<file path="config.mk">
export PLATFORM = sky130hd
export DESIGN_NAME = cpu_status_flag_logic
export DESIGN_NICKNAME = d
export VERILOG_FILES = /design/src/cpu_status_flag_pkg.sv /design/src/cpu_status_flag_logic.sv
export SDC_FILE = /design/constraint.sdc
export NUM_CORES = 1
export LEC_CHECK = 0
export BUFFER_PORTS_ARGS = -buffer_cell sky130_fd_sc_hd__buf_4
export CORE_ASPECT_RATIO = 2
export CORE_MARGIN = 2
export CORE_UTILIZATION = 55
export CTS_BUF_LIST = sky130_fd_sc_hd__clkbuf_16
export CTS_CLUSTER_DIAMETER = 50
export DETAILED_ROUTE_END_ITERATION = 10
export PLACE_DENSITY_LB_ADDON = 0.25
export RECOVER_POWER = 100
export SYNTH_ARGS = -nofsm -noshare
export SYNTH_HDL_FRONTEND = slang
export SYNTH_SLANG_ARGS = --single-unit
</file>
<file path="constraint.sdc">
create_clock -name core_clk -period 3.64 [get_ports core_clk]
set_input_delay 0.364 -clock core_clk [delete_from_list [all_inputs] [get_ports core_clk]]
set_output_delay 0.364 -clock core_clk [all_outputs]
set_load 0.05 [all_outputs]
</file>
<file path="src/cpu_status_flag_pkg.sv">
// Package with flag positions, register offsets, reset values and operation codes of the status flag logic.
package cpu_status_flag_pkg;
   localparam logic [3:0] FLAGS_OFFSET = 4'h0;
   localparam logic [3:0] CTRL_OFFSET = 4'h1;
   localparam logic [3:0] LAST_OP_OFFSET = 4'h2;
   localparam int CARRY_POS = 7;
   localparam int ZERO_POS = 6;
   localparam int SIGN_POS = 5;
   localparam int OVFL_POS = 4;
   localparam int DEC_POS = 3;
   localparam int HALF_POS = 2;
   localparam int QUICK_POS = 1;
   localparam int PAGE_POS = 0;
   localparam logic [7:0] FLAGS_RESET = 8'h00;
   localparam logic [7:0] SHADOW_RESET = 8'h00;
   localparam logic [7:0] CTRL_RESET = 8'h01;

   typedef enum logic [4:0] {
      OP_NONE, OP_ADD, OP_ADC, OP_SUB, OP_SBC, OP_CMP, OP_INC, OP_DEC,
      OP_AND, OP_OR, OP_XOR, OP_COM, OP_TEST,
      OP_RL, OP_RLC, OP_RR, OP_RRC, OP_SRA,
      OP_CARRY_ONE, OP_CARRY_ZERO, OP_CARRY_INV, OP_PAGE_ZERO, OP_PAGE_ONE,
      OP_QUICK_ENTER, OP_IRQ_RETURN, OP_DEC_ADJ
   } op_t;

   typedef struct packed {
      op_t op;
      logic [7:0] dst;
      logic [7:0] src;
   } exec_req_t;

   typedef struct packed {
      logic carry;
      logic zero;
      logic sign;
      logic ovfl;
      logic decSub;
      logic half;
      logic quickIrq;
      logic page;
   } flags_t;
endpackage

</file>
<file path="src/cpu_status_flag_logic.sv">
// Status flag register and flag update datapath of an 8-bit CPU core.
//
// Our own choices: strobed register access and the register addresses.
`timescale 1ns/10ps
`default_nettype none
module cpu_status_flag_logic
(
   input wire logic core_clk,
   input wire logic nrst,
   input wire logic clkEn,
   input wire logic execValid,
   input wire cpu_status_flag_pkg::exec_req_t execReq,
   input wire logic [3:0] regAddr,
   input wire logic [7:0] regWdata,
   input wire logic regWrite,
   input wire logic regRead,
   output logic [7:0] regRdata,
   output cpu_status_flag_pkg::flags_t flags,
   output logic [7:0] result,
   output logic quickReturn,
   output logic irqBlocked
);
   cpu_status_flag_pkg::flags_t next_flags;
   cpu_status_flag_pkg::flags_t shadow;
   logic [7:0] next_result;
   logic [7:0] ctrl;
   logic [4:0] lastOp;
   logic [8:0] sum;
   logic [4:0] lowSum;
   logic isArith;
   logic isSub;
   logic isLogic;
   logic isShift;
   logic flagWrite;

   // Address decode used by both the write and the read path.
   function automatic logic hit(input logic [3:0] a, input logic [3:0] off);
      hit = (a == off);
   endfunction

   assign flagWrite = regWrite && hit(regAddr, cpu_status_flag_pkg::FLAGS_OFFSET);

   // Combinational flag and result computation for the operation in flight.
   always_comb
   begin
      next_flags = flags;
      next_result = execReq.dst;
      isArith = 1'b0;
      isSub = 1'b0;
      isLogic = 1'b0;
      isShift = 1'b0;
      sum = 9'h000;
      lowSum = 5'h00;
      case (execReq.op)
         cpu_status_flag_pkg::OP_ADD, cpu_status_flag_pkg::OP_ADC:
         begin
            isArith = 1'b1;
            sum = {1'b0, execReq.dst} + {1'b0, execReq.src}
               + {8'h00, (execReq.op == cpu_status_flag_pkg::OP_ADC) & flags.carry};
            lowSum = {1'b0, execReq.dst[3:0]} + {1'b0, execReq.src[3:0]}
               + {4'h0, (execReq.op == cpu_status_flag_pkg::OP_ADC) & flags.carry};
         end
         cpu_status_flag_pkg::OP_SUB, cpu_status_flag_pkg::OP_SBC, cpu_status_flag_pkg::OP_CMP:
         begin
            isArith = 1'b1;
            isSub = 1'b1;
            sum = {1'b0, execReq.dst} - {1'b0, execReq.src}
               - {8'h00, (execReq.op == cpu_status_flag_pkg::OP_SBC) & flags.carry};
            lowSum = {1'b0, execReq.dst[3:0]} - {1'b0, execReq.src[3:0]}
               - {4'h0, (execReq.op == cpu_status_flag_pkg::OP_SBC) & flags.carry};
         end
         cpu_status_flag_pkg::OP_INC:
         begin
            sum = {1'b0, execReq.dst} + 9'h001;
            next_flags.ovfl = (execReq.dst == 8'h7f);
         end
         cpu_status_flag_pkg::OP_DEC:
         begin
            sum = {1'b0, execReq.dst} - 9'h001;
            next_flags.ovfl = (execReq.dst == 8'h80);
         end
         cpu_status_flag_pkg::OP_AND, cpu_status_flag_pkg::OP_TEST:
         begin
            isLogic = 1'b1;
            sum = {1'b0, execReq.dst & execReq.src};
         end
         cpu_status_flag_pkg::OP_OR:
         begin
            isLogic = 1'b1;
            sum = {1'b0, execReq.dst | execReq.src};
         end
         cpu_status_flag_pkg::OP_XOR:
         begin
            isLogic = 1'b1;
            sum = {1'b0, execReq.dst ^ execReq.src};
         end
         cpu_status_flag_pkg::OP_COM:
         begin
            isLogic = 1'b1;
            sum = {1'b0, ~execReq.dst};
         end
         cpu_status_flag_pkg::OP_RL, cpu_status_flag_pkg::OP_RLC:
         begin
            isShift = 1'b1;
            sum = {execReq.dst[7], execReq.dst[6:0],
               (execReq.op == cpu_status_flag_pkg::OP_RLC) ? flags.carry : execReq.dst[7]};
         end
         cpu_status_flag_pkg::OP_RR:
         begin
            isShift = 1'b1;
            sum = {execReq.dst[0], execReq.dst[0], execReq.dst[7:1]};
         end
         cpu_status_flag_pkg::OP_RRC:
         begin
            isShift = 1'b1;
            sum = {execReq.dst[0], flags.carry, execReq.dst[7:1]};
         end
         cpu_status_flag_pkg::OP_SRA:
         begin
            isShift = 1'b1;
            sum = {execReq.dst[0], execReq.dst[7], execReq.dst[7:1]};
         end
         cpu_status_flag_pkg::OP_DEC_ADJ:
         begin
            // Correction uses the stored half carry, carry and direction bits.
            sum = {1'b0, execReq.dst};
            if (flags.decSub)
            begin
               if (flags.half)
               begin
                  sum = sum - 9'h006;
               end
               if (flags.carry)
               begin
                  sum = sum - 9'h060;
               end
               sum[8] = flags.carry;
            end
            else
            begin
               if (flags.half || (execReq.dst[3:0] > 4'h9))
               begin
                  sum = sum + 9'h006;
               end
               if (flags.carry || (sum[7:0] > 8'h99) || sum[8])
               begin
                  sum = {1'b1, sum[7:0] + 8'h60};
               end
            end
            next_flags.carry = sum[8];
         end
         cpu_status_flag_pkg::OP_CARRY_ONE: next_flags.carry = 1'b1;
         cpu_status_flag_pkg::OP_CARRY_ZERO: next_flags.carry = 1'b0;
         cpu_status_flag_pkg::OP_CARRY_INV: next_flags.carry = ~flags.carry;
         cpu_status_flag_pkg::OP_PAGE_ZERO: next_flags.page = 1'b0;
         cpu_status_flag_pkg::OP_PAGE_ONE: next_flags.page = 1'b1;
         cpu_status_flag_pkg::OP_QUICK_ENTER: next_flags.quickIrq = 1'b1;
         cpu_status_flag_pkg::OP_IRQ_RETURN:
         begin
            // A quick return restores the saved copy, with its active bit cleared.
            if (flags.quickIrq)
            begin
               next_flags = shadow;
               next_flags.quickIrq = 1'b0;
            end
         end
         default: next_flags = flags;
      endcase
      if (execReq.op inside {cpu_status_flag_pkg::OP_ADD, cpu_status_flag_pkg::OP_ADC,
         cpu_status_flag_pkg::OP_SUB, cpu_status_flag_pkg::OP_SBC, cpu_status_flag_pkg::OP_CMP,
         cpu_status_flag_pkg::OP_INC, cpu_status_flag_pkg::OP_DEC, cpu_status_flag_pkg::OP_DEC_ADJ})
      begin
         next_result = sum[7:0];
         next_flags.zero = (sum[7:0] == 8'h00);
         next_flags.sign = sum[7];
      end
      if (isArith)
      begin
         next_flags.carry = sum[8];
         next_flags.half = lowSum[4];
         next_flags.decSub = isSub;
         next_flags.ovfl = isSub ? ((execReq.dst[7] != execReq.src[7]) && (sum[7] != execReq.dst[7]))
            : ((execReq.dst[7] == execReq.src[7]) && (sum[7] != execReq.dst[7]));
      end
      if (isLogic)
      begin
         next_result = sum[7:0];
         next_flags.zero = (sum[7:0] == 8'h00);
         next_flags.sign = sum[7];
         next_flags.ovfl = 1'b0;
      end
      if (isShift)
      begin
         next_result = sum[7:0];
         next_flags.carry = sum[8];
         next_flags.zero = (sum[7:0] == 8'h00);
         next_flags.sign = sum[7];
         next_flags.ovfl = execReq.dst[7] ^ sum[7];
      end
      if (execReq.op == cpu_status_flag_pkg::OP_CMP || execReq.op == cpu_status_flag_pkg::OP_TEST)
      begin
         next_result = execReq.dst;
      end
   end

   // Status register; a direct write takes effect only when no update competes, so in a collision the update wins and the write is lost.
   always_ff @(posedge core_clk or negedge nrst)
   begin
      if (!nrst)
      begin
         flags <= cpu_status_flag_pkg::FLAGS_RESET;
      end
      else if (clkEn)
      begin
         if (execValid)
         begin
            flags <= next_flags;
         end
         else if (flagWrite)
         begin
            flags <= regWdata;
         end
      end
   end

   // Saved copy taken on quick interrupt entry.
   always_ff @(posedge core_clk or negedge nrst)
   begin
      if (!nrst)
      begin
         shadow <= cpu_status_flag_pkg::SHADOW_RESET;
      end
      else if (clkEn && execValid && execReq.op == cpu_status_flag_pkg::OP_QUICK_ENTER)
      begin
         shadow <= flags;
      end
   end

   // Result, quick return strobe and interrupt block output.
   always_ff @(posedge core_clk or negedge nrst)
   begin
      if (!nrst)
      begin
         result <= 8'h00;
         quickReturn <= 1'b0;
         irqBlocked <= 1'b0;
         lastOp <= 5'h00;
      end
      else if (clkEn)
      begin
         quickReturn <= execValid && execReq.op == cpu_status_flag_pkg::OP_IRQ_RETURN && flags.quickIrq;
         irqBlocked <= execValid ? next_flags.quickIrq : (flagWrite ? regWdata[cpu_status_flag_pkg::QUICK_POS]
            : flags.quickIrq);
         if (execValid)
         begin
            result <= next_result;
            lastOp <= execReq.op;
         end
      end
   end

   // Spare control byte kept as software scratch; it steers no logic, so writes to it are harmless.
   always_ff @(posedge core_clk or negedge nrst)
   begin
      if (!nrst)
      begin
         ctrl <= cpu_status_flag_pkg::CTRL_RESET;
      end
      else if (clkEn && regWrite && hit(regAddr, cpu_status_flag_pkg::CTRL_OFFSET))
      begin
         ctrl <= regWdata;
      end
   end

   // Read data appear one enabled cycle after the strobe and stay until the next enabled edge.
   always_ff @(posedge core_clk or negedge nrst)
   begin
      if (!nrst)
      begin
         regRdata <= 8'h00;
      end
      else if (clkEn)
      begin
         regRdata <= 8'h00;
         if (regRead)
         begin
            if (hit(regAddr, cpu_status_flag_pkg::FLAGS_OFFSET))
            begin
               regRdata <= flags;
            end
            else if (hit(regAddr, cpu_status_flag_pkg::CTRL_OFFSET))
            begin
               regRdata <= ctrl;
            end
            else if (hit(regAddr, cpu_status_flag_pkg::LAST_OP_OFFSET))
            begin
               regRdata <= {3'h0, lastOp};
            end
         end
      end
   end
endmodule
`default_nettype wire

</file>
# Word-level counts from Yosys, hierarchy flattened
# Cells that the tools add are included.
# totals
ram_bits	0
mem_bits_ro	0
elab_cells	159
out_inout_bits	26
register_bits	46
in_bits	39
memories	0
latch_bits	0
# classes
n_addsub	14
n_bitwise	8
n_shift	0
n_mux	41
div_mod_pow	0
n_lt_le_gt_ge	2
reduce_logical	31
n_mul	0
n_eq_ne	42
# ops
op	n
one-hot mux 9 bit (13 select lines)	1
two-way mux 8 bit	14
== test 5 bit (second input constant)	10
two-way mux 9 bit	5
== test 5 x 4 -> 1 bit (second input constant)	8
== test 5 x 3 -> 1 bit (second input constant)	4
AND reduction 4 bit	5
OR reduction 5 bit	3
== test 5 x 2 -> 1 bit (second input constant)	2
!= test 5 x 1 -> 1 bit (second input constant)	2
one-hot mux 5 bit (2 select lines)	1
adder 8 x 1 -> 9 bit (second input constant)	1
adder 8 x 3 -> 9 bit (second input constant)	1
adder 8 x 8 -> 9 bit	1
adder 9 x 1 -> 9 bit	1
logical AND 1 bit	9
two-way mux 1 bit	9
subtractor 8 x 1 -> 9 bit (second input constant)	1
subtractor 8 x 8 -> 9 bit	1
subtractor 9 x 1 -> 9 bit	1
adder 8 x 7 -> 8 bit (second input constant)	1
bitwise AND 8 bit	1
== test 8 x 7 -> 1 bit (second input constant)	1
== test 8 bit (second input constant)	1
other kinds (41)	54

# Logic depth before layout (Yosys ltp)
# Gate-level depths: netlist (run 1).
# logic_depth
depth_word	18
depth_mapped	15
depth_no_buf	12

# Least setup slack after synthesis (run 1)
# No wires, ideal clock.
# synth_timing
path_type	register -> register
start	reg flags[7] (netlist name)
end	reg flags[4] (netlist name)
period_less_slack_ps	3466
setup_ps	124
slack_ps	174
path_buffers	1
required_time_ps	3516
t_arrival_ps	3342
path_stages_with_launch	12
cell_sequence	dfrtp_1 > clkbuf_1 > nand4_1 > fa_1 > ha_1 > o21ai_0 > a211oi_1 > a31oi_1 > xnor2_1 > a2111oi_2 > nand2_1 > a211o_1
# synth_between
elab_chain_len	12
word_cells_on_any_way	19
cone_classes	add/sub: 2; eq/ne: 1; mux: 9; bitwise: 3; reduce/logical: 4
# synth_lines
item	line_no	rtl
start: declaration	cpu_status_flag_logic.sv:18	output cpu_status_flag_pkg::flags_t flags,
start signal: assignment	cpu_status_flag_logic.sv:211	flags <= cpu_status_flag_pkg::FLAGS_RESET;
start signal: assignment	cpu_status_flag_logic.sv:217	flags <= next_flags;
start signal: assignment	cpu_status_flag_logic.sv:221	flags <= regWdata;
parallel branches: the longest is 4 deep, another holds subtractor 9 x 1 -> 9 bit	--	
one-hot mux 9 bit (13 select lines) *	cpu_status_flag_logic.sv:54	case (execReq.op)
!= test 1 bit	cpu_status_flag_logic.sv:182, cpu_status_flag_logic.sv:183	
logical AND 1 bit, on equally long branches	cpu_status_flag_logic.sv:183, cpu_status_flag_logic.sv:182	
two-way mux 1 bit	cpu_status_flag_logic.sv:182	next_flags.ovfl = isSub ? ((execReq.dst[7] != execReq.src[7]) && (sum[7] != execReq.dst[7]))
two-way mux 3 bit	cpu_status_flag_logic.sv:177	if (isArith)
two-way mux 3 bit	cpu_status_flag_logic.sv:185	if (isLogic)
two-way mux 4 bit *	cpu_status_flag_logic.sv:192	if (isShift)
two-way mux 8 bit *	cpu_status_flag_logic.sv:215	if (execValid)
# Mark *: on every way between the ends.
# A chain may end at the register's enable or synchronous reset.

# Worst setup path in the final report (run 1)
# layout_timing
start	reg flags[7] (netlist name)
end	reg flags[6] (netlist name)
# layout_between
elab_chain_len	10
word_cells_on_any_way	16
cone_classes	add/sub: 2; mux: 9; bitwise: 2; reduce/logical: 3
# layout_lines
item	line_no	rtl
parallel branches: the longest is 4 deep, another holds subtractor 9 x 1 -> 9 bit	--	
one-hot mux 9 bit (13 select lines) *	cpu_status_flag_logic.sv:54	
zero test 8 bit *	cpu_status_flag_logic.sv:174, cpu_status_flag_logic.sv:188, cpu_status_flag_logic.sv:196	
two-way mux 2 bit	cpu_status_flag_logic.sv:169	if (execReq.op inside {cpu_status_flag_pkg::OP_ADD, cpu_status_flag_pkg::OP_ADC,
two-way mux 3 bit	cpu_status_flag_logic.sv:185	
two-way mux 4 bit *	cpu_status_flag_logic.sv:192	
two-way mux 8 bit *	cpu_status_flag_logic.sv:215	
# Marked as above.

==> qor.yml, run 1 <==
status:
  status: "complete, but fails checks"
  violations: "capacitance limit, slew limit"
detailed_routing:
  totalWireLength_mm: 16.3
  drtAntennaViolNets: 0
  drcViolationCount: 0
  viasPerCell: 6.54
  via_count: 5144
  drt_first_pass_iters: 6
  wire_per_inst_um: 20.7
  drtIter0Drc: 492
synth:
  ys_ff_latch: 46
  synth-seq-area-share_pct: 22.4
  avgSynthCellArea_um2: 8.25
  synth_flop_cell: "dfrtp_1"
  syn_nets: 708
  synth_edf_count: 0
  ys_warn_count: 0
  synthTopCellsByArea: "dfrtp_1, ha_1, inv_1, nor2_1, a21oi_1"
  synth_top_area_share_pct: 21.9
  synth.distinct_cells: 87
  async_flop_share_pct: 100
  synth_top_cell_by_area: "dfrtp_1"
  netlist_area_um2: 5140
  synth_cells: 623
critical_path:
  critPathMaxFanout: 9
  cp-end-kind: "register"
  r2r-end: "flags[6]"
  crit_type: "register to register"
  critPathRequiredTime_ns: 3.82
  critical_path.startpoint: "flags[7]"
  crit_arrival_ns: 3.49
  r2r_start: "flags[7]"
  r2r_setup_slack_ns: 0.33
  worstRegToRegCells: 12
  crit_end: "flags[6]"
  worstSetupStartpointType: "register"
placed_design:
  portBuffers: 64
  routabilityCongestion: 0.961
  placed_area_um2: 5720
  dp_cells: 778
  place_hpwl_mm: 12.4
  place_ws_ns: 0.0127
cts:
  clockBufferDepth: 2
  clock-sinks: 46
  htree_levels: 2
  cts_tree: "yes"
  insertion_delay_ns: 0.29
  clkTransAtPathRegs_ns: 0.07
  cts_inserted_buffers: 5
  postCtsSetupBuffers: 0
  root_buffer: "clkbuf_16"
floorplan:
  die_h_um: 141
  die_area_um2: 10200
  rows: 50
  num_io_pins: 65
  design.core.area_um2: 9200
  initial_core_util_pct: 55.9
  die_w_um: 72.4
sta:
  fin_crit_sh_pct: 91.1
  setup_slack_ns: 0.326
  hold_ws_ns: 0.291
  fin_setup_tns_ns: 0
  tightestPinTransition_ns: 2.49
  maxSlewHeadroom_pct: -65.7
  post-route-min-period_ns: 3.31
  slew_viol_final: 47
  rsz0062_at_grt: "no"
  finalClockSkew_ns: 0.00724
  setup_viol: 0
  timing.final.hold_violations: 0
  clock.fmax_ghz: 0.302
global_routing:
  grt_pass1_vias: 5037
  grt_pass1_wl_mm: 26.4
  grt_max_degree: 47
  antenna_found_initial: 0
  grt.overflow.total: 0
  track_usage_pct: 33.1
power:
  ir_drop_uv: 350
  power_density_nw_per_um2: 345
  leakagePower_nw: 2.49
  p_total_mw: 1.98
min_path:
  hold_class: "input pin to register"
job:
  max-cap-violations: 1
final_layout:
  drive_gt1_share_pct: 14.5
  post-route-cell-area_um2: 5750
  area_delta_synth_final_pct: 11.9
  fin_util_pct: 62.5
  fill_cells: 846
  stdcell_count: 786
  nets: 766
  diodes: 0
  final_cell_mix: "inv_1, nor2_1, buf_4"
synth_stat cells (4+ instances only):
cell type,number
inv_1,52
nor2_1,52
dfrtp_1,45
ha_1,41
nand2_1,41
a21oi_1,36
o21ai_0,36
nor3_1,23
clkbuf_1,20
xnor2_1,19
mux2_2,13
a211oi_1,11
a21o_1,9
a22oi_1,9
a31oi_1,9
nand3b_1,9
o211ai_1,9
o22ai_1,8
buf_6,7
mux2i_1,7
o21a_1,7
nand2b_1,6
nand3_1,6
nand4_1,6
nor2b_1,6
or2_2,6
or3_1,6
fa_1,5
nor4_1,5
o21bai_1,5
o32ai_1,5
a211o_1,4
a2bb2oi_1,4
buf_2,4
nor4b_1,4
o2bb2ai_1,4
xor2_1,4
worst min-delay path by stage:
stage,end,start,cells past startpoint
floorplan,ctrl[1],nrst,0
global route,ctrl[1],regWdata[1],3
detailed placement,lastOp[3],nrst,1
CTS,quickReturn,nrst,1
global placement,lastOp[3],nrst,1
finish,ctrl[1],regWdata[1],3
metal layers:
metal	routed length (um)	track usage [%]	vias up
met5	0	0	-
met4	748	14.0	0
met3	924	3.93	42
met2	7910	54.1	207
met1	6670	43.4	2466
li1	-	-	2429
logic make-up after synthesis:
logic type      share of synthesized area (%)
compound gates                           28.3
simple gates                             20.6
buf+inv                                  7.69
fa+ha+maj                                11.9
flops                                    22.4
xor+xnor                                 4.89
mux                                      4.21
sequential cells by signal (all words and copies together) (netlist names):
signal / cells
result: 8
lastOp: 5
quickReturn: 1
shadow: 7
ctrl: 8
irqBlocked: 1
flags: 8
regRdata: 8
repair_timing:
action | CTS | global route
endpoints found under the setup margin | 0 | 1
hold buffers | 0 | 0
resized for setup | 0 | 1
worst max-delay path: stages (launching register included):
cell       delay [ns]
dfrtp_1          0.39
buf_4            0.22
nand3b_1         0.12
nor2_1           0.16
fa_1             0.24
inv_1            0.07
fa_1             0.51
nor3_1           0.06
a2111oi_0        0.42
nand4_1          0.22
nor4b_1          0.33
nand4_1          0.16
o41ai_1          0.31
report_power, final:
group / total [mW] / switching (mW) / internal (mW)
sequential: 0.665 / 0.0750 / 0.590
combinational: 0.868 / 0.557 / 0.312
clock: 0.448 / 0.194 / 0.254
layout make-up:
| class | instances | area (um^2) | share of cell area (%) |
|---|---|---|---|
| sequential | 46 | 1150 | 20.0 |
| timing repair buffer | 85 | 518 | 9.01 |
| inverter | 54 | 203 | 3.52 |
| tap | 104 | 130 | 2.26 |
| multi-input combinational | 489 | 3600 | 62.7 |
| clock inverter | 3 | 18.8 | 0.326 |
| clock buffer | 5 | 125 | 2.18 |
Power figures use the tool's default switching activity.
==> run 2, diff against run 1 <==
Settings changed: RECOVER_POWER 100 to unset.
==> qor.yml, run 2 (synthesis results as in run 1) <==
critical_path:
  critPathTopFamily: "compound AO/OA/AOI/OAI gates"
  cp-end-kind: "register"
  critPathMaxStageDelay_ns: 0.41
  r2r-end: "flags[6]"
  worstSetupStartpointType: "register"
  crit_type: "register to register"
  path_buf_inv: 2
  r2r_setup_slack_ns: 0.31
  slowest_stage: "fa_1"
  crit_arrival_ns: 3.51
  crit_chain: "buf_4 -> nand3b_1 -> nor2_1 -> fa_1 -> inv_1 -> fa_1 -> nand3b_1 -> a21oi_1 -> o21ai_0 -> nor2b_1 -> a22oi_1 -> nand3_1 -> o41ai_2"
  worstRegToRegCells: 13
  critPathMaxFanout: 9
  r2r_start: "flags[7]"
  critPathRequiredTime_ns: 3.82
placed_design:
  place_hpwl_mm: 12.4
  portBuffers: 64
  routabilityCongestion: 0.961
  place_ws_ns: 0.0127
cts:
  insertion_delay_ns: 0.29
  htree_levels: 2
  cts_inserted_buffers: 5
  clockBufferDepth: 2
  clkTransAtPathRegs_ns: 0.07
  root_buffer: "clkbuf_16"
  clock-sinks: 46
  postCtsSetupBuffers: 0
  cts_tree: "yes"
status:
  status: "finished clean"
detailed_routing:
  drtAntennaViolNets: 0
  wire_per_inst_um: 20.7
  drcViolationCount: 0
  drt_first_pass_iters: 5
  viasPerCell: 6.55
  totalWireLength_mm: 16.3
  via_count: 5149
  drtIter0Drc: 487
floorplan:
  num_io_pins: 65
  die_h_um: 141
  design.core.area_um2: 9200
  die_area_um2: 10200
  die_w_um: 72.4
  rows: 50
  initial_core_util_pct: 55.9
final_layout:
  diodes: 0
  final_cell_mix: "buf_4, inv_1, nor2_1"
  area_delta_synth_final_pct: 14.4
  fill_cells: 804
  layout_commonest_cell: "buf_4"
  drive_gt1_share_pct: 19.4
  nets: 766
sta:
  fin_setup_tns_ns: 0
  clock.fmax_ghz: 0.301
  finalClockSkew_ns: 0.00754
  setup_slack_ns: 0.314
  rsz0062_at_grt: "no"
  tightestPinTransition_ns: 0.894
  slew_viol_final: 0
  post-route-min-period_ns: 3.33
  fin_crit_sh_pct: 91.4
  timing.final.hold_violations: 0
  maxSlewHeadroom_pct: 40.3
  setup_viol: 0
global_routing:
  grt_pass1_vias: 5037
  track_usage_pct: 33.1
  grt_pass1_wl_mm: 26.4
  antenna_found_initial: 0
  grt.overflow.total: 0
  grt_max_degree: 47
min_path:
  hold_class: "input pin to asynchronous set/reset pin"
job:
  max-cap-violations: 0
power:
  ir_drop_uv: 379
  leakagePower_nw: 2.62
  power_density_nw_per_um2: 345
run 2: area by class of cell:
cell class              instances  area [um^2]  area share [%]
clock buffers                   5          125            2.13
clock inverters                 3         18.8           0.319
repair buffers                 85          638            10.9
flip-flops and latches         46         1150            19.6
well taps                     104          130            2.21
multi-input cells             489         3610            61.4
inverters                      54          203            3.45
run 2: layer usage:
layer	vias up	global-route usage [%]	share of wire, %
met1	2483	43.4	41
met3	40	3.93	5.3
met5	-	0	0
li1	2432	-	-
met4	0	14.0	4.6
met2	194	54.1	49
run 2: power by group:
group	leakage, nW	internal, mW	switching (mW)	total [mW]
logic	1.97	0.353	0.559	0.912
clock network	0.0740	0.254	0.194	0.449
registers	0.579	0.590	0.0768	0.667
total	2.62	1.20	0.830	2.03
run 2: timing repair:
action | in CTS | in global routing
gates resized for setup | 0 | 1
hold buffers | 0 | 0
setup endpoints to repair | 0 | 1
run 2: how the worst max path moves through the flow:
| stage | endpoint | cells after the start | start |
|---|---|---|---|
| 4_1_cts | flags[4] | 13 | execReq[17] |
| 3_3_place_gp | flags[6] | 12 | execReq[20] |
| 6_report | flags[6] | 13 | flags[7] |
| 3_5_place_dp | flags[4] | 13 | execReq[17] |
| 5_1_grt | flags[4] | 13 | execReq[17] |
| 2_1_floorplan | flags[4] | 11 | flags[7] |
run 2: stage by stage:
stage	total power [mW]	area (um^2)	hold WS (ns)	utilization, %	instances
floorplan	1.28	5140	0.0684	-	623
global placement	1.56	5720	0.400	62.2	778
detailed placement	1.57	5720	0.408	62.2	778
CTS	2.02	5870	0.0977	63.8	786
global route	2.14	5880	0.135	63.9	786
finish	2.03	5880	0.0816	63.9	786
